**config.mk**
```make
export PLATFORM = sky130hd
export DESIGN_NAME = stp_timer16
export DESIGN_NICKNAME = d
export VERILOG_FILES = /design/src/verilog/stp_pkg.sv /design/src/verilog/stp_sync3.sv /design/src/verilog/stp_prescaler.sv /design/src/verilog/stp_timer16.sv
export VERILOG_INCLUDE_DIRS = /design/src /design/src/verilog
export SDC_FILE = /design/constraint.sdc
export NUM_CORES = 1
export LEC_CHECK = 0
export ABC_AREA = 1
export BUFFER_PORTS_ARGS = -buffer_cell sky130_fd_sc_hd__buf_4
export CAP_MARGIN = 20
export CELL_PAD_IN_SITES_DETAIL_PLACEMENT = 1
export CELL_PAD_IN_SITES_GLOBAL_PLACEMENT = 1
export CORE_ASPECT_RATIO = 1.2
export CORE_UTILIZATION = 33
export CTS_CLUSTER_DIAMETER = 80
export DETAILED_ROUTE_END_ITERATION = 8
export PLACE_DENSITY = 0.86
export SYNTH_ARGS = -nofsm -noshare
export SYNTH_HDL_FRONTEND = slang
export SYNTH_SLANG_ARGS = --single-unit
```
**constraint.sdc**
```tcl
create_clock -name clk_i -period 1.5 [get_ports clk_i]
set_input_delay 0.075 -clock clk_i [delete_from_list [all_inputs] [get_ports clk_i]]
set_output_delay 0.075 -clock clk_i [all_outputs]
set_load 0.01 [all_outputs]
```
**src/verilog/stp_map.svh**
```systemverilog
// Register offsets, field positions and reset values of the timer
`ifndef STP_MAP_SVH
`define STP_MAP_SVH
`define STP_ADR_CTRL   8'h00
`define STP_ADR_CLO    8'h04
`define STP_ADR_CHI    8'h08
`define STP_ADR_STAT   8'h0c
`define STP_ADR_ICLR   8'h10
`define STP_ADR_IEN    8'h14
`define STP_CTRL_ON    0
`define STP_CTRL_PS    1
`define STP_CTRL_ASYNC 3
`define STP_CTRL_EXT   4
`define STP_CTRL_WIDE  5
`define STP_ST_OVF     0
`define STP_CNT_MAX    16'hffff
`define STP_CNT_RST    16'h0000
`define STP_HB_RST     8'h00
`define STP_RD_RST     8'h00
`define STP_PS_RST     3'h0
`define STP_BIT_RST    1'b0
`define STP_PS_W       3
`endif

```
**src/verilog/stp_pkg.sv**
```systemverilog
// Types shared by the timer modules
package stp_pkg;
   typedef enum logic [1:0] {
      STP_DIV1 = 2'b00,
      STP_DIV2 = 2'b01,
      STP_DIV4 = 2'b10,
      STP_DIV8 = 2'b11
   } stp_ps_sel_t;
   typedef struct packed {
      logic        on;
      stp_ps_sel_t ps;
      logic        async;
      logic        ext;
      logic        wide;
      logic [15:0] cnt;
      logic [7:0]  hbuf;
      logic        ovf;
      logic        ien;
      logic        ack;
      logic [7:0]  rdat;
      logic        irq;
      logic        wake;
      logic        align;
   } stp_state_t;
endpackage

```
**src/verilog/stp_sync3.sv**
```systemverilog
// Three-stage pin synchroniser with rising edge pulse
`timescale 1ns/1ps
`default_nettype none
module stp_sync3 (
   // Clock and reset
   input  wire logic clk_i,
   input  wire logic rst_i,
   // Pin and edge
   input  wire logic pin_i,
   output var  logic rise_o
);
   typedef struct packed {
      logic s1;
      logic s2;
      logic s3;
      logic level;
      logic rise;
   } stp_sync_t;
   stp_sync_t s_q;
   stp_sync_t s_d;
   always_comb begin
      s_d = s_q;
      s_d.s1 = pin_i;
      s_d.s2 = s_q.s1;
      s_d.s3 = s_q.s2;
      s_d.rise = 1'b0;
      if (s_q.s2 == s_q.s3) begin
         s_d.level = s_q.s2;
         s_d.rise = s_q.s2 & ~s_q.level;
      end
      if (rst_i) begin
         s_d = '0;
      end
   end
   always_ff @(posedge clk_i) begin
      s_q <= s_d;
   end
   assign rise_o = s_q.rise;
endmodule // stp_sync3
`default_nettype wire

```
**src/verilog/stp_prescaler.sv**
```systemverilog
// Hidden prescale counter dividing ticks by 1, 2, 4 or 8
`timescale 1ns/1ps
`default_nettype none
`include "stp_map.svh"
module stp_prescaler #(
   parameter int CNT_W = `STP_PS_W
) (
   // Clock and reset
   input  wire logic              clk_i,
   input  wire logic              rst_i,
   // Ticks
   input  wire logic              tick_i,
   input  wire logic              clr_i,
   input  wire stp_pkg::stp_ps_sel_t sel_i,
   output logic                   tick_o
);
   import stp_pkg::*;
   typedef struct packed {
      logic [CNT_W-1:0] cnt;
   } stp_psc_t;
   stp_psc_t         s_q;
   stp_psc_t         s_d;
   logic [CNT_W-1:0] mask;
   logic             full;
   assign mask = (CNT_W'(1) << sel_i) - CNT_W'(1);
   assign full = (s_q.cnt & mask) == mask;
   assign tick_o = tick_i & full & ~clr_i;
   always_comb begin
      s_d = s_q;
      if (clr_i) begin
         s_d.cnt = '0;
      end else if (tick_i) begin
         s_d.cnt = full ? '0 : s_q.cnt + CNT_W'(1);
      end
      if (rst_i) begin
         s_d.cnt = `STP_PS_RST;
      end
   end
   always_ff @(posedge clk_i) begin
      s_q <= s_d;
   end
endmodule // stp_prescaler
`default_nettype wire

```
**src/verilog/stp_timer16.sv**
```systemverilog
// Sixteen-bit prescaled timer with Wishbone register access
`timescale 1ns/1ps
`default_nettype none
// Notes on behaviour
// - Prescaler divides the timer clock by 1, 2, 4 or 8 per field
// - Prescale counter is never readable or writable by software
// - Unbuffered write of either count byte clears the prescaler
// - Unsynchronised mode counts external edges without phase alignment
// - Asynchronous external counting keeps running and can wake in sleep
// - Mode switches may skip or add one increment
// - Byte reads during asynchronous counting return valid values
// - Atomic wide access only while buffered enable bit is set
// - Buffered high byte accesses go to the high buffer only
// - Buffered low read captures live high byte into the buffer
// - Buffered high read returns the high buffer
// - Buffered low write loads both bytes, high from the buffer
// - Buffered high write keeps the prescaler; low write clears it
`include "stp_map.svh"
module stp_timer16 (
   // Clock and reset
   input  wire logic        clk_i,
   input  wire logic        rst_i,
   // Wishbone slave
   input  wire logic        wb_cyc_i,
   input  wire logic        wb_stb_i,
   input  wire logic        wb_we_i,
   input  wire logic [7:0]  wb_adr_i,
   input  wire logic [3:0]  wb_sel_i,
   input  wire logic [31:0] wb_dat_i,
   output logic      [31:0] wb_dat_o,
   output logic             wb_ack_o,
   // Clock input and power state
   input  wire logic        ext_clk_i,
   input  wire logic        sleep_i,
   // Interrupt and wake
   output logic             irq_o,
   output logic             wake_o
);
   import stp_pkg::*;

   stp_state_t s_q;
   stp_state_t s_d;
   logic       acc;
   logic       wr;
   logic       rd;
   logic       sel_ctrl;
   logic       sel_lo;
   logic       sel_hi;
   logic       sel_stat;
   logic       sel_iclr;
   logic       sel_ien;
   logic       wr_lo;
   logic       wr_hi;
   logic       rd_lo;
   logic       rd_hi;
   logic       clr_ps;
   logic       rise;
   logic       src_tick;
   logic       run;
   logic       ps_in;
   logic       ps_tick;
   logic       ovf_ev;

   // External clock input
   stp_sync3 u_sync (
      .clk_i  (clk_i),
      .rst_i  (rst_i),
      .pin_i  (ext_clk_i),
      .rise_o (rise)
   );

   // Bus access decode
   always_comb begin
      acc = wb_cyc_i & wb_stb_i & ~s_q.ack;
      wr = acc & wb_we_i & wb_sel_i[0];
      rd = acc & ~wb_we_i;
      sel_ctrl = 1'b0;
      sel_lo = 1'b0;
      sel_hi = 1'b0;
      sel_stat = 1'b0;
      sel_iclr = 1'b0;
      sel_ien = 1'b0;
      if (wb_adr_i == `STP_ADR_CTRL) begin
         sel_ctrl = 1'b1;
      end else if (wb_adr_i == `STP_ADR_CLO) begin
         sel_lo = 1'b1;
      end else if (wb_adr_i == `STP_ADR_CHI) begin
         sel_hi = 1'b1;
      end else if (wb_adr_i == `STP_ADR_STAT) begin
         sel_stat = 1'b1;
      end else if (wb_adr_i == `STP_ADR_ICLR) begin
         sel_iclr = 1'b1;
      end else if (wb_adr_i == `STP_ADR_IEN) begin
         sel_ien = 1'b1;
      end
   end

   assign wr_lo = wr & sel_lo;
   assign wr_hi = wr & sel_hi;
   assign rd_lo = rd & sel_lo;
   assign rd_hi = rd & sel_hi;
   // Low write always clears; high write only when unbuffered
   assign clr_ps = wr_lo | (wr_hi & ~s_q.wide);

   // Unsynchronised edges count at once, else one aligned cycle later
   always_comb begin
      src_tick = 1'b1;
      if (s_q.ext) begin
         src_tick = s_q.async ? rise : s_q.align;
      end
   end
   // Sleep stops all but asynchronous external counting
   assign run = s_q.on & (~sleep_i | (s_q.async & s_q.ext));
   assign ps_in = run & src_tick;

   stp_prescaler u_psc (
      .clk_i  (clk_i),
      .rst_i  (rst_i),
      .tick_i (ps_in),
      .clr_i  (clr_ps),
      .sel_i  (s_q.ps),
      .tick_o (ps_tick)
   );

   assign ovf_ev = ps_tick & (s_q.cnt == `STP_CNT_MAX);

   // Next state
   always_comb begin
      s_d = s_q;
      s_d.ack = acc;
      s_d.align = rise;
      if (ps_tick) begin
         s_d.cnt = s_q.cnt + 16'h0001;
      end
      if (wr & sel_ctrl) begin
         s_d.on = wb_dat_i[`STP_CTRL_ON];
         s_d.ps = stp_ps_sel_t'(wb_dat_i[`STP_CTRL_PS +: 2]);
         s_d.async = wb_dat_i[`STP_CTRL_ASYNC];
         s_d.ext = wb_dat_i[`STP_CTRL_EXT];
         s_d.wide = wb_dat_i[`STP_CTRL_WIDE];
      end
      if (wr_lo) begin
         if (s_q.wide) begin
            s_d.cnt = {s_q.hbuf, wb_dat_i[7:0]};
         end else begin
            s_d.cnt[7:0] = wb_dat_i[7:0];
         end
      end
      if (wr_hi) begin
         if (s_q.wide) begin
            s_d.hbuf = wb_dat_i[7:0];
         end else begin
            s_d.cnt[15:8] = wb_dat_i[7:0];
         end
      end
      if (wr & sel_ien) begin
         s_d.ien = wb_dat_i[`STP_ST_OVF];
      end
      if (wr & sel_iclr & wb_dat_i[`STP_ST_OVF]) begin
         s_d.ovf = 1'b0;
      end
      if (ovf_ev) begin
         s_d.ovf = 1'b1;
      end
      if (rd) begin
         s_d.rdat = 8'h00;
         if (sel_ctrl) begin
            s_d.rdat = {2'b00, s_q.wide, s_q.ext, s_q.async, s_q.ps,
                        s_q.on};
         end else if (sel_lo) begin
            s_d.rdat = s_q.cnt[7:0];
            if (s_q.wide) begin
               s_d.hbuf = s_q.cnt[15:8];
            end
         end else if (sel_hi) begin
            s_d.rdat = s_q.wide ? s_q.hbuf : s_q.cnt[15:8];
         end else if (sel_stat) begin
            s_d.rdat = {7'h00, s_q.ovf};
         end else if (sel_ien) begin
            s_d.rdat = {7'h00, s_q.ien};
         end
      end
      s_d.irq = s_d.ovf & s_d.ien;
      s_d.wake = s_d.irq & sleep_i;
      if (rst_i) begin
         s_d.on = `STP_BIT_RST;
         s_d.ps = STP_DIV1;
         s_d.async = `STP_BIT_RST;
         s_d.ext = `STP_BIT_RST;
         s_d.wide = `STP_BIT_RST;
         s_d.cnt = `STP_CNT_RST;
         s_d.hbuf = `STP_HB_RST;
         s_d.ovf = `STP_BIT_RST;
         s_d.ien = `STP_BIT_RST;
         s_d.ack = `STP_BIT_RST;
         s_d.rdat = `STP_RD_RST;
         s_d.irq = `STP_BIT_RST;
         s_d.wake = `STP_BIT_RST;
         s_d.align = `STP_BIT_RST;
      end
   end

   always_ff @(posedge clk_i) begin
      s_q <= s_d;
   end

   assign wb_dat_o = {24'h000000, s_q.rdat};
   assign wb_ack_o = s_q.ack;
   assign irq_o = s_q.irq;
   assign wake_o = s_q.wake;
endmodule // stp_timer16
`default_nettype wire

```
==> Implementation_results.wiki, run 1 <==
{| class="wikitable"
! Metric !! Value
|-
| Xor and xnor fraction of the mapped netlist area || 0.0160
|-
| Part of the cycle the worst path needs || 1.25
|-
| Sequential cell area fraction in the yosys report || 0.317
|-
| Global-route wire length before repair || 21300 um
|-
| Number of standard-cell rows in the floorplan || 39
|-
| Time the worst path needs with I/O delays and setup || 1.87 ns
|-
| Worst hold margin || 0.0385 ns
|-
| Timing-limited maximum frequency || 0.535 GHz
|-
| Post-synthesis to final-layout area growth || 40.2%
|-
| Hold Violations, Final || 0
|-
| Worst path arrival time || 2.04 ns
|-
| Run status || complete, but fails checks
|-
| Netlist area before placement || 3280 um2
|-
| Synthesized netlist cell count || 491
|-
| Overall power consumption || 2.84 mW
|-
| Cell family with most CP delay || buffers and inverters
|-
| Wire length per cell || 21.0 um
|-
| Setup-violating endpoint count in the final report || 43
|-
| Half-perimeter wire length of the detailed placement result || 8410 um
|-
| Floorplan Core Area || 9610 um2
|-
| Sinks on Clock Net || 52
|-
| Crit-path most repeated cell || sky130_fd_sc_hd__buf_6
|-
| Post-synthesis simple-gate area fraction || 0.336
|-
| Deepest level of the CTS H-tree || 2
|-
| Worst-path clk slew || 0.08 ns
|-
| Static leakage || 1.93 nW
|-
| Die width || 93 um
|-
| Share of async-settable or async-resettable flops after synthesis || 0
|-
| Number of maximum-capacitance constraint violations || 0
|-
| Share of the synthesized area in compound gates (AO/OA/AOI/OAI) || 0.159
|-
| Antenna cells || 0
|-
| Number of different library cells in the post-synthesis netlist || 41
|-
| Total of warnings raised by yosys || 0
|-
| Startpoint Class || flop
|-
| Post-synth top flop || sky130_fd_sc_hd__dfxtp_1
|-
| DIE AREA || 10300 um2
|-
| Routability Congestion || 0.899
|-
| Worst-case headroom to the max-slew limit || 0.662
|-
| Peak supply drop || 0.487 mV
|-
| Multiplexer share of the synthesized area || 0
|-
| Data required time at the worst endpoint || 1.68 ns
|-
| Core Util, Final || 0.478
|-
| Number of instances in the placed design || 677
|-
| Filler cell count || 1220
|-
| Setup crit end kind || flop
|-
| Num ports || 86
|-
| Insertion delay to the later sink of the worst-skew pair || 0.30 ns
|-
| Antenna violations before repair || 0
|-
| Count of buffering cells on the critical path with inverters included || 5
|-
| Post-synthesis sequential element count || 52
|-
| Vias per cell || 5.47
|-
| Layout cells sized above 1 || 0.346
|-
| Post-synth EDFFs || 0
|-
| Detailed-routing iteration count for the pre-antenna-repair pass || 4
|-
| Register-to-register setup slack || -0.37 ns
|-
| Worst clock skew on the final layout || 0.00600 ns
|-
| Slew Limit Fails || 0
|-
| Adder and majority cell fraction of the synthesized area || 0.00763
|-
| Number of non-filler instances in the completed layout || 713
|-
| Delay of the slowest critical-path stage || 0.34 ns
|-
| Maximum buffer depth of the clock tree || 2
|-
| Sequential Area || 1050 um2
|-
| Setup repair after global routing missed its margin || yes
|-
| Post-Syn Area per Cell || 6.68 um2
|-
| Class of the tightest hold or removal check || in2reg
|-
| Pwr Density || 618 nW/um2
|-
| Initial core utilization || 0.341
|-
| Vias in the first global route || 4129
|-
| CTS buffer count || 5
|-
| List of cells traversed by the critical path || inv_2 -> nand3_4 -> buf_4 -> buf_6 -> nor2_4 -> buf_6 -> clkinvlp_4 -> nand2_2 -> o211ai_1 -> a21oi_1 -> nor2_1
|-
| Worst-path maximum fanout || 7
|-
| Number of nets in the finished design || 642
|-
| Combined area of the multi-input logic cells || 2010 um2
|-
| Number of routed nets with antenna violations || 0
|-
| Critical Path Slowest Stage Cell || sky130_fd_sc_hd__dfxtp_2
|-
| Total number of vias || 3898
|-
| Transition time at the pin with the least slew margin || 0.501 ns
|-
| Die height || 111 um
|-
| Kind of critical path || reg2reg
|-
| Root buffer selected by CTS || sky130_fd_sc_hd__clkbuf_16
|-
| Largest net degree at the start of global routing || 31
|-
| Number of input and output port buffers inserted || 34
|-
| Clock tree from TritonCTS || done
|-
| Starting DRT DRC Count || 252
|-
| Violations in the final reports || negative setup slack
|-
| Detailed Route WL || 15000 um
|-
| Total Routing Usage GR || 0.270
|-
| Residual overflow from global routing || 0
|-
| Setup slack after layout || -0.368 ns
|-
| DRC violation count after routing || 0
|-
| Largest family of logic cells by synthesized area || simple AND/OR/NAND/NOR gates
|}
metrics by stage:
| stage | area, um2 | TNS [ns] | setup slack, ns |
|---|---|---|---|
| floorplan | 3370 | 0 | 0.000774 |
| global placement | 3880 | -0.368 | -0.0403 |
| detailed placement | 3880 | -2.23 | -0.169 |
| CTS | 4340 | -1.56 | -0.0953 |
| global route | 4600 | -11.32 | -0.496 |
| finish | 4600 | -8.12 | -0.368 |
metal layers:
metal	global-route usage	wire length (um)	vias to the layer above
met5	0	0	-
met2	0.490	7830	161
met3	0.0569	736	83
met4	0.184	1050	0
li1	-	-	1736
met1	0.268	5370	1918
cell usage after synthesis (2+ instances only):
library cell	n	area [um2]
sky130_fd_sc_hd__nand2_1	113	424
sky130_fd_sc_hd__inv_1	54	203
sky130_fd_sc_hd__dfxtp_1	52	1040
sky130_fd_sc_hd__nor2_1	44	165
sky130_fd_sc_hd__a21oi_1	37	185
sky130_fd_sc_hd__o21ai_0	36	180
sky130_fd_sc_hd__buf_4	33	248
sky130_fd_sc_hd__nand3_1	32	160
sky130_fd_sc_hd__nor3_1	10	50.1
sky130_fd_sc_hd__a31oi_1	7	43.8
sky130_fd_sc_hd__xor2_1	6	52.6
sky130_fd_sc_hd__buf_2	5	25.0
sky130_fd_sc_hd__clkbuf_1	5	18.8
sky130_fd_sc_hd__nand4_1	5	31.3
sky130_fd_sc_hd__nor2_4	5	56.3
sky130_fd_sc_hd__inv_2	4	15.0
sky130_fd_sc_hd__nor2_2	4	25.0
sky130_fd_sc_hd__o211ai_1	4	30.0
sky130_fd_sc_hd__a21oi_2	3	26.3
sky130_fd_sc_hd__nand2_4	3	33.8
sky130_fd_sc_hd__nand3_2	3	30.0
sky130_fd_sc_hd__o21ai_1	3	15.0
sky130_fd_sc_hd__ha_1	2	25.0
sky130_fd_sc_hd__nand3b_1	2	15.0
sky130_fd_sc_hd__nor2_8	2	40.0
sky130_fd_sc_hd__nor4_1	2	12.5
cell usage in the layout, fill, tap and decap left out, types with 3 or more instances in the layout:
cell type,synthesis,routed
sky130_fd_sc_hd__buf_6,0,12
sky130_fd_sc_hd__nand3_1,32,24
sky130_fd_sc_hd__dfxtp_1,52,44
sky130_fd_sc_hd__conb_1,1,24
sky130_fd_sc_hd__nand4_1,5,5
sky130_fd_sc_hd__clkbuf_16,0,6
sky130_fd_sc_hd__nor2_4,5,10
sky130_fd_sc_hd__o21ai_0,36,30
sky130_fd_sc_hd__nor3_1,10,9
sky130_fd_sc_hd__o211ai_1,4,4
sky130_fd_sc_hd__o21ai_2,1,3
sky130_fd_sc_hd__o21ai_1,3,7
sky130_fd_sc_hd__inv_2,4,4
sky130_fd_sc_hd__nand3_4,1,5
sky130_fd_sc_hd__inv_1,54,48
sky130_fd_sc_hd__buf_4,33,91
sky130_fd_sc_hd__a21oi_1,37,35
sky130_fd_sc_hd__buf_12,0,5
sky130_fd_sc_hd__nand3_2,3,8
sky130_fd_sc_hd__nor2_2,4,6
sky130_fd_sc_hd__a31oi_1,7,5
sky130_fd_sc_hd__nand2_4,3,3
sky130_fd_sc_hd__nand2_2,1,16
sky130_fd_sc_hd__nand2_1,113,98
sky130_fd_sc_hd__xor2_1,6,6
sky130_fd_sc_hd__dfxtp_2,0,7
sky130_fd_sc_hd__inv_4,0,3
sky130_fd_sc_hd__nor2_1,44,38
sky130_fd_sc_hd__a21oi_2,3,5
where the power goes:
part / internal (mW) / switching, mW / total, mW
clock: 0.633 / 0.586 / 1.22
sequential: 1.38 / 0.00382 / 1.39
combinational: 0.0882 / 0.148 / 0.236
total: 2.10 / 0.738 / 2.84
final timing paths:
kind,start,to,cells after the start
hold / removal,sleep_i,wake_o$_SDFF_PP0_,3
setup reg to reg,wb_ack_o$_SDFF_PP0_,wb_dat_o[4]$_SDFFE_PP0P_,11
hold reg to reg,u_sync.s_q[4]$_SDFF_PP0_,u_sync.s_q[3]$_SDFF_PP0_,2
setup / recovery,wb_ack_o$_SDFF_PP0_,wb_dat_o[4]$_SDFFE_PP0P_,11
worst register-to-register path, delay by kind of cell, from the launching register on:
family | cells | cell delay, ns
AO/OA/AOI/OAI | 2 | 0.37
buffers and inverters | 5 | 0.66
flip-flops | 1 | 0.34
AND/OR/NAND/NOR | 4 | 0.37
state kept, by name (all words and copies together) (netlist names):
register	flops
irq_o	1
s_q	33
u_psc.s_q	3
u_sync.rise_o	1
u_sync.s_q	4
wake_o	1
wb_ack_o	1
wb_dat_o	8
cell families after synthesis:
group	after synthesis
AO/OA/AOI/OAI	95
other	1
AND/OR/NAND/NOR	231
XOR/XNOR	6
buffers and inverters	104
adder cells (fa/ha/maj)	2
flip-flops	52
timing repair:
action                     4_1_cts  5_1_grt
buffers inserted                12       11
setup endpoints to repair       32       41
hold endpoints to repair         1        0
pin swaps                       24       26
hold buffers                     1        0
gates resized for setup         49       44
gates cloned                     3        1
final cells by class:
type                            count  share of cell area
Tap cell                          123              0.0335
Sequential cell                    52               0.229
Clock buffer                        5              0.0272
Clock inverter                      3             0.00544
Multi-Input combinational cell    360               0.438
Timing Repair Buffer              111               0.213
Inverter                           59              0.0536
Note: power is estimated with default switching activity, not from simulation.
==> run 2: changes to the inputs <==
PLACE_DENSITY = 0.88   (was 0.86)
==> run 2 against run 1 <==
Against the previous run: the run still ends with negative setup slack left; sequential power is essentially flat; total power increased by 0.89%; via count up 7.2%; global-route usage decreased by 0.55 points; final area up 0.60%; sequential cell count unchanged; cell count grew 0.56%; critical path depth fell by 2; clock power barely moved; critical path type unchanged.
==> Implementation_results.wiki, run 2 (same netlist as run 1, synthesis figures left out) <==
{| class="wikitable"
! Metric !! Value
|-
| Run status || complete, but fails checks (unchanged)
|-
| Violations in the final reports || negative setup slack (unchanged)
|-
| Startpoint Class || flop (unchanged)
|-
| Setup repair after global routing missed its margin || yes (unchanged)
|-
| Worst slack at placement || -0.187 ns (was -0.169 ns)
|-
| Peak supply drop || 0.433 mV (was 0.487 mV)
|-
| Antenna violations before repair || 0 (unchanged)
|-
| Worst-path maximum fanout || 5 (was 7)
|-
| Length in cells of the worst reg-to-reg path || 9 (was 11)
|-
| Timing-limited maximum frequency || 0.525 GHz (was 0.535 GHz)
|-
| Number of maximum-capacitance constraint violations || 0 (unchanged)
|-
| Number of routed nets with antenna violations || 0 (unchanged)
|-
| Setup crit end kind || flop (unchanged)
|-
| Floorplan Core Area || 9610 um2 (unchanged)
|-
| Internal || 2.10 mW (about the same)
|-
| Worst-path clk slew || 0.08 ns (about the same)
|-
| CTS buffer count || 5 (unchanged)
|-
| Register-to-register setup slack || -0.40 ns (was -0.37 ns)
|-
| Routability Congestion || 0.905 (was 0.899)
|-
| Post-synthesis to final-layout area growth || 41.1% (was 40.2%)
|-
| Launch instance of the worst register-to-register path || wb_ack_o$_SDFF_PP0_ (unchanged)
|-
| Deepest level of the CTS H-tree || 2 (unchanged)
|-
| Part of the cycle the worst path needs || 1.27 (was 1.25)
|-
| Hold path start || sleep_i (unchanged)
|-
| Layout cells sized above 1 || 0.355 (was 0.346)
|-
| Root buffer selected by CTS || sky130_fd_sc_hd__clkbuf_16 (unchanged)
|-
| Setup-violating endpoint count in the final report || 36 (was 43)
|-
| Setup slack after layout || -0.403 ns (was -0.368 ns)
|-
| Worst clock skew on the final layout || 0.00823 ns (was 0.00600 ns)
|-
| Core Util, Final || 0.481 (was 0.478)
|-
| Static leakage || 1.99 nW (was 1.93 nW)
|-
| Number of input and output port buffers inserted || 34 (unchanged)
|-
| Slew Limit Fails || 0 (unchanged)
|-
| Residual overflow from global routing || 0 (unchanged)
|-
| Die width || 93 um (unchanged)
|-
| DIE AREA || 10300 um2 (unchanged)
|-
| Clock tree from TritonCTS || done (unchanged)
|-
| Switching power as a share of total power || 0.267 (was 0.260)
|-
| Antenna cells || 0 (unchanged)
|-
| Global-route wire length before repair || 21200 um (was 21300 um)
|-
| Class of the tightest hold or removal check || in2reg (unchanged)
|-
| Hold Violations, Final || 0 (unchanged)
|-
| Reg power frac || 0.484 (was 0.488)
|-
| Vias in the first global route || 4189 (was 4129)
|-
| Wire length per cell || 23.0 um (was 21.0 um)
|-
| Detailed-routing iteration count for the pre-antenna-repair pass || 5 (was 4)
|-
| Starting DRT DRC Count || 400 (was 252)
|-
| Clock network fraction of total power || 0.435 (was 0.429)
|-
| Total number of vias || 4180 (was 3898)
|-
| Number of flip-flops under the largest register name || 33 (unchanged)
|-
| Sw Pwr || 0.766 mW (was 0.738 mW)
|-
| Register containing the most flip-flops in the final layout || s_q (unchanged)
|-
| Number of nets in the finished design || 646 (was 642)
|-
| Critical R2R Capture || s_q[27]$_SDFFE_PP0P_ (was wb_dat_o[4]$_SDFFE_PP0P_)
|-
| Num ports || 86 (unchanged)
|-
| Vias per cell || 5.83 (was 5.47)
|-
| Sinks on Clock Net || 52 (unchanged)
|-
| Data required time at the worst endpoint || 1.68 ns (about the same)
|-
| Logic pwr share || 0.082 (was 0.083)
|-
| Pwr Density || 620 nW/um2 (was 618 nW/um2)
|-
| Initial core utilization || 0.341 (unchanged)
|-
| Depth of the worst hold-timing path || 3 (unchanged)
|-
| Commonest non-fill, non-tap cells in the layout || sky130_fd_sc_hd__nand2_1, sky130_fd_sc_hd__buf_4, sky130_fd_sc_hd__inv_1 (unchanged)
|-
| Half-perimeter wire length of the detailed placement result || 8560 um (was 8410 um)
|-
| Total Routing Usage GR || 0.264 (was 0.270)
|-
| Detailed Route WL || 16500 um (was 15000 um)
|-
| Time the worst path needs with I/O delays and setup || 1.90 ns (was 1.87 ns)
|-
| Largest net degree at the start of global routing || 31 (unchanged)
|-
| Insertion delay to the later sink of the worst-skew pair || 0.31 ns (was 0.30 ns)
|-
| Hold worst-path end || wake_o$_SDFF_PP0_ (unchanged)
|-
| Die height || 111 um (unchanged)
|-
| Maximum buffer depth of the clock tree || 2 (unchanged)
|-
| Worst path arrival time || 2.08 ns (was 2.04 ns)
|-
| Number of standard-cell rows in the floorplan || 39 (unchanged)
|-
| DRC violation count after routing || 0 (unchanged)
|-
| Kind of critical path || reg2reg (unchanged)
|}
[run 2: changes by cell type in the layout (fill, tap and decap cells not counted), sizes merged]
cell	before	now
buf	109	114
clkinv	2	0
inv	58	60
nand3	37	36
[run 2: power by group through the flow]
stage	combinational [mW]	sequential, mW	clock (mW)
floorplan	0.135	1.42	0
global placement	0.189	1.42	0
detailed placement	0.195	1.42	0
CTS	0.210	1.39	1.22
global route	0.245	1.39	1.30
finish	0.234	1.39	1.25
[run 2: how the worst max path moves through the flow]
stage	start	end	slack [ns]	depth (start not counted)
after global routing	wb_ack_o$_SDFF_PP0_	s_q[27]$_SDFFE_PP0P_	-0.39	9
final	wb_ack_o$_SDFF_PP0_	s_q[27]$_SDFFE_PP0P_	-0.40	9
after detailed placement	s_q[40]$_SDFFE_PP0P_	s_q[26]$_SDFFE_PP0P_	-0.19	9
after floorplan	wb_ack_o$_SDFF_PP0_	s_q[15]$_SDFF_PP0_	0.0008	9
after CTS	wb_ack_o$_SDFF_PP0_	s_q[27]$_SDFFE_PP0P_	-0.14	10
after global placement	wb_ack_o$_SDFF_PP0_	s_q[35]$_SDFF_PP0_	-0.08	10
[run 2: per-stage QoR]
step / area (um2) / power (mW) / instances / hold slack (ns) / setup TNS, ns
3_5_place_dp: 3900 / 1.62 / 676 / 0.290 / -3.02
5_1_grt: 4630 / 2.93 / 717 / 0.0250 / -7.43
4_1_cts: 4320 / 2.82 / 702 / 0.0210 / -1.66
2_1_floorplan: 3370 / 1.56 / 514 / 0.156 / 0
6_report: 4630 / 2.87 / 717 / 0.0154 / -5.57
3_3_place_gp: 3900 / 1.61 / 676 / 0.278 / -0.684
[run 2: repair_timing]
action                                  CTS  global route
gates cloned                              1             1
endpoints found under the hold margin     1             0
endpoints found under the setup margin   32            38
buffers inserted                         16            14
hold buffers                              1             0
pin swaps                                12            14
resized for setup                        43            50
[run 2: area by class of cell]
| class | instances | area (um2) |
|---|---|---|
| clock buffers | 5 | 125 |
| clock inverters | 3 | 25.0 |
| fillers | 1206 | 4990 |
| inverters | 59 | 238 |
| multi-input cells | 359 | 2000 |
| flip-flops and latches | 52 | 1060 |
| well taps | 123 | 154 |
| repair buffers | 116 | 1020 |
[run 2: metal layers]
metal	global-route usage	wire length [um]
met1	0.277	5980
met2	0.465	8170
met3	0.0535	1110
met4	0.177	1220
met5	0	0
[run 2: critical path, stage by stage, from the launching register on]
cell,delay [ns]
sky130_fd_sc_hd__dfxtp_2,0.33
sky130_fd_sc_hd__inv_2,0.06
sky130_fd_sc_hd__nand3_4,0.07
sky130_fd_sc_hd__nor2_4,0.21
sky130_fd_sc_hd__nand3_4,0.21
sky130_fd_sc_hd__nand2_8,0.15
sky130_fd_sc_hd__nor2_8,0.07
sky130_fd_sc_hd__nor2_4,0.16
sky130_fd_sc_hd__nand2_1,0.12
sky130_fd_sc_hd__a31oi_1,0.37
==> run 3: changes to the inputs <==
ABC_AREA = unset   (was 1)
CORE_UTILIZATION = 34   (was 33)
==> run 3 against run 2 <==
Against the previous run: the run still ends with negative setup slack left; global-route usage grew 2.3 points; sequential cell count is the same; total power shrank 5.9%; clock-buffer cell count is the same; cell count shrank 22%; largest cell class unchanged.
==> Implementation_results.wiki, run 3 <==
{| class="wikitable"
! Metric !! Value
|-
| Floorplan Core Area || 8290 um2 (was 9610 um2)
|-
| Adder and majority cell fraction of the synthesized area || 0.00846 (was 0.00763)
|-
| Xor and xnor fraction of the mapped netlist area || 0.0207 (was 0.0160)
|-
| Worst-path maximum fanout || 5 (unchanged)
|-
| Worst-case headroom to the max-slew limit || 0.603
|-
| Num ports || 86 (unchanged)
|-
| Dpl cell area || 3590 um2 (was 3900 um2)
|-
| Layout cells sized above 1 || 0.457 (was 0.355)
|-
| Leading area contributor after synthesis || sky130_fd_sc_hd__dfxtp_1 (unchanged)
|-
| Slew Limit Fails || 0 (unchanged)
|-
| Detailed-routing iteration count for the pre-antenna-repair pass || 5 (unchanged)
|-
| Hold Violations, Final || 0 (unchanged)
|-
| Leading cell types by total area after synthesis || sky130_fd_sc_hd__dfxtp_1, sky130_fd_sc_hd__buf_4, sky130_fd_sc_hd__mux2i_1, sky130_fd_sc_hd__nor2_1, sky130_fd_sc_hd__nand2_1 (was sky130_fd_sc_hd__dfxtp_1, sky130_fd_sc_hd__nand2_1, sky130_fd_sc_hd__buf_4, sky130_fd_sc_hd__inv_1, sky130_fd_sc_hd__a21oi_1)
|-
| Number of non-filler instances in the completed layout || 556 (was 717)
|-
| Number of different library cells in the post-synthesis netlist || 47 (was 41)
|-
| Vias per cell || 6.00 (was 5.83)
|-
| Area share of the largest cell type after synthesis || 0.352 (was 0.317)
|-
| Share of the synthesized area in compound gates (AO/OA/AOI/OAI) || 0.157 (was 0.159)
|-
| Insertion delay to the later sink of the worst-skew pair || 0.33 ns (was 0.31 ns)
|-
| DIE AREA || 9080 um2 (was 10300 um2)
|-
| Number of flip-flops under the largest register name || 33 (unchanged)
|-
| Vias in the first global route || 3639 (was 4189)
|-
| Static leakage || 1.66 nW (was 1.99 nW)
|-
| Kind of critical path || reg2reg (unchanged)
|-
| Number of input and output port buffers inserted || 34 (unchanged)
|-
| Sequential cell area fraction in the yosys report || 0.352 (was 0.317)
|-
| Peak supply drop || 0.375 mV (was 0.433 mV)
|-
| Sinks on Clock Net || 52 (unchanged)
|-
| Number of nets in the finished design || 494 (was 646)
|-
| Die width || 87.2 um (was 93 um)
|-
| Routability Congestion || 0.867 (was 0.905)
|-
| Root buffer selected by CTS || sky130_fd_sc_hd__clkbuf_8 (was sky130_fd_sc_hd__clkbuf_16)
|-
| Post-synthesis simple-gate area fraction || 0.253 (was 0.336)
|-
| Total Routing Usage GR || 0.287 (was 0.264)
|-
| Transition time at the pin with the least slew margin || 0.590 ns
|-
| Deepest level of the CTS H-tree || 2 (unchanged)
|-
| Number of routed nets with antenna violations || 0 (unchanged)
|-
| Post-Syn Area per Cell || 8.41 um2 (was 6.68 um2)
|-
| Number of instances in the placed design || 531 (was 676)
|-
| Half-perimeter wire length of the detailed placement result || 7300 um (was 8560 um)
|-
| Starting DRT DRC Count || 267 (was 400)
|-
| CTS buffer count || 5 (unchanged)
|-
| Time the worst path needs with I/O delays and setup || 2.17 ns (was 1.90 ns)
|-
| Setup repair after global routing missed its margin || yes (unchanged)
|-
| Total number of vias || 3335 (was 4180)
|-
| Worst-path clk slew || 0.11 ns (was 0.08 ns)
|-
| Antenna violations before repair || 0 (unchanged)
|-
| Register containing the most flip-flops in the final layout || s_q (unchanged)
|-
| Post-synthesis to final-layout area growth || 42.0% (was 41.1%)
|-
| Most frequent cell after synthesis || sky130_fd_sc_hd__dfxtp_1 (was sky130_fd_sc_hd__nand2_1)
|-
| Global-route wire length before repair || 19600 um (was 21200 um)
|-
| Most frequent standard cell in the layout excluding fill and tap cells || sky130_fd_sc_hd__buf_4
|-
| Maximum buffer depth of the clock tree || 2 (unchanged)
|-
| Worst slack at placement || -0.545 ns (was -0.187 ns)
|-
| Antenna cells || 0 (unchanged)
|-
| Worst hold margin || 0.00744 ns (was 0.0154 ns)
|-
| Setup slack after layout || -0.667 ns (was -0.403 ns)
|-
| Largest net degree at the start of global routing || 39 (was 31)
|-
| Clock tree from TritonCTS || done (unchanged)
|-
| Setup crit end kind || flop (unchanged)
|-
| Total of warnings raised by yosys || 0 (unchanged)
|-
| Pwr Density || 642 nW/um2 (was 620 nW/um2)
|-
| Overall power consumption || 2.70 mW (was 2.87 mW)
|-
| Die height || 104 um (was 111 um)
|-
| DRC violation count after routing || 0 (unchanged)
|-
| Netlist area before placement || 2960 um2 (was 3280 um2)
|-
| Largest family of logic cells by synthesized area || simple AND/OR/NAND/NOR gates (unchanged)
|-
| Setup-violating endpoint count in the final report || 45 (was 36)
|-
| Detailed Route WL || 13900 um (was 16500 um)
|-
| Number of standard-cell rows in the floorplan || 36 (was 39)
|-
| Multiplexer share of the synthesized area || 0.0905 (was 0)
|-
| Run status || complete, but fails checks (unchanged)
|-
| Timing-limited maximum frequency || 0.461 GHz (was 0.525 GHz)
|-
| Number of maximum-capacitance constraint violations || 0 (unchanged)
|-
| Share of async-settable or async-resettable flops after synthesis || 0 (unchanged)
|-
| Commonest non-fill, non-tap cells in the layout || sky130_fd_sc_hd__buf_4, sky130_fd_sc_hd__dfxtp_1, sky130_fd_sc_hd__nor2_1 (was sky130_fd_sc_hd__nand2_1, sky130_fd_sc_hd__buf_4, sky130_fd_sc_hd__inv_1)
|-
| Violations in the final reports || negative setup slack (unchanged)
|-
| Final Cell Area || 4200 um2 (was 4630 um2)
|-
| Post-synthesis sequential element count || 52 (unchanged)
|-
| Post-synth EDFFs || 0 (unchanged)
|-
| Wire length per cell || 25.1 um (was 23.0 um)
|-
| Post-synth top flop || sky130_fd_sc_hd__dfxtp_1 (unchanged)
|-
| Data required time at the worst endpoint || 1.70 ns (was 1.68 ns)
|-
| Startpoint Class || flop (unchanged)
|-
| Worst clock skew on the final layout || 0.0167 ns (was 0.00823 ns)
|-
| Synthesized netlist cell count || 352 (was 491)
|-
| Synth cell count leaders || sky130_fd_sc_hd__dfxtp_1, sky130_fd_sc_hd__nor2_1, sky130_fd_sc_hd__buf_4, sky130_fd_sc_hd__nand2_1, sky130_fd_sc_hd__mux2i_1 (was sky130_fd_sc_hd__nand2_1, sky130_fd_sc_hd__inv_1, sky130_fd_sc_hd__dfxtp_1, sky130_fd_sc_hd__nor2_1, sky130_fd_sc_hd__a21oi_1)
|-
| Initial core utilization || 0.357 (was 0.341)
|-
| Class of the tightest hold or removal check || in2reg (unchanged)
|-
| Residual overflow from global routing || 0 (unchanged)
|-
| Worst path arrival time || 2.37 ns (was 2.08 ns)
|-
| Part of the cycle the worst path needs || 1.44 (was 1.27)
|}
==> run 3: changes by cell type after synthesis, sizes merged, moves of 8 or more <==
cell    delta
nand2     -95
inv       -54
a21oi     -27
nand3     -25
o21ai     -25
mux2i     +20
a221oi    +10
and3       +9
a22oi      +8
==> run 3: worst paths after layout <==
check | start | end | slack (ns) | cells past startpoint
setup reg to reg | wb_ack_o$_SDFF_PP0_ | s_q[23]$_SDFFE_PP0P_ | -0.67 | 8
setup / recovery | wb_ack_o$_SDFF_PP0_ | s_q[23]$_SDFFE_PP0P_ | -0.67 | 8
hold reg to reg | u_sync.s_q[4]$_SDFF_PP0_ | u_sync.s_q[3]$_SDFF_PP0_ | 0.47 | 1
hold / removal | sleep_i | wake_o$_SDFF_PP0_ | 0.007 | 2
==> run 3: layout make-up <==
class,instances,area (um2)
fill,1000,4090
multi-input combinational,271,1990
sequential,52,1050
timing repair buffer,107,885
tap,114,143
clock buffer,5,68.8
clock inverter,3,47.5
inverter,4,15.0
==> run 3: routing by layer <==
layer  part of all wire  track usage  routed length (um)
met1               0.35        0.299                4820
met2               0.49        0.500                6850
met3              0.065       0.0421                 902
met4              0.099        0.233                1380
met5                  0            0                   0
==> run 3: critical path, cell delays in order, from the launching register on <==
cell and delay (ns):
sky130_fd_sc_hd__dfxtp_2 0.34, sky130_fd_sc_hd__nand3b_1 0.24, sky130_fd_sc_hd__nor4_4 0.38, sky130_fd_sc_hd__o21a_1 0.23, sky130_fd_sc_hd__nand3b_1 0.27, sky130_fd_sc_hd__buf_6 0.18, sky130_fd_sc_hd__nor2_2 0.05, sky130_fd_sc_hd__a221oi_2 0.21
sky130_fd_sc_hd__nor2_1 0.12
==> run 3: where the power goes <==
group	switching, mW	leakage [nW]	total [mW]	internal [mW]
registers	0.00423	0.423	1.39	1.39
clock network	0.536	0.0583	1.04	0.504
logic	0.163	1.18	0.265	0.103
total	0.703	1.66	2.70	1.99
==> run 3: what timing repair did <==
| item | 4_1_cts | 5_1_grt |
|---|---|---|
| hold buffers | 1 | 0 |
| hold endpoints to repair | 1 | 0 |
| setup endpoints to repair | 41 | 45 |
| cloned | 2 | 0 |
| pin swaps | 28 | 21 |
| resized for setup | 54 | 37 |
| setup buffers | 11 | 8 |
==> run 3: cell families after synthesis <==
group | after synthesis
buf+inv | 53
other cells | 1
fa+ha+maj | 2
xor+xnor | 7
mux | 26
compound gates | 70
flops | 52
simple gates | 141
==> run 3: stage by stage <==
step                      setup TNS, ns  utilization
after CTS                         -9.40        0.484
after global routing             -19.11        0.507
final                            -17.30        0.507
after global placement           -14.59        0.433
after floorplan                   -7.86            -
after detailed placement         -17.55        0.433
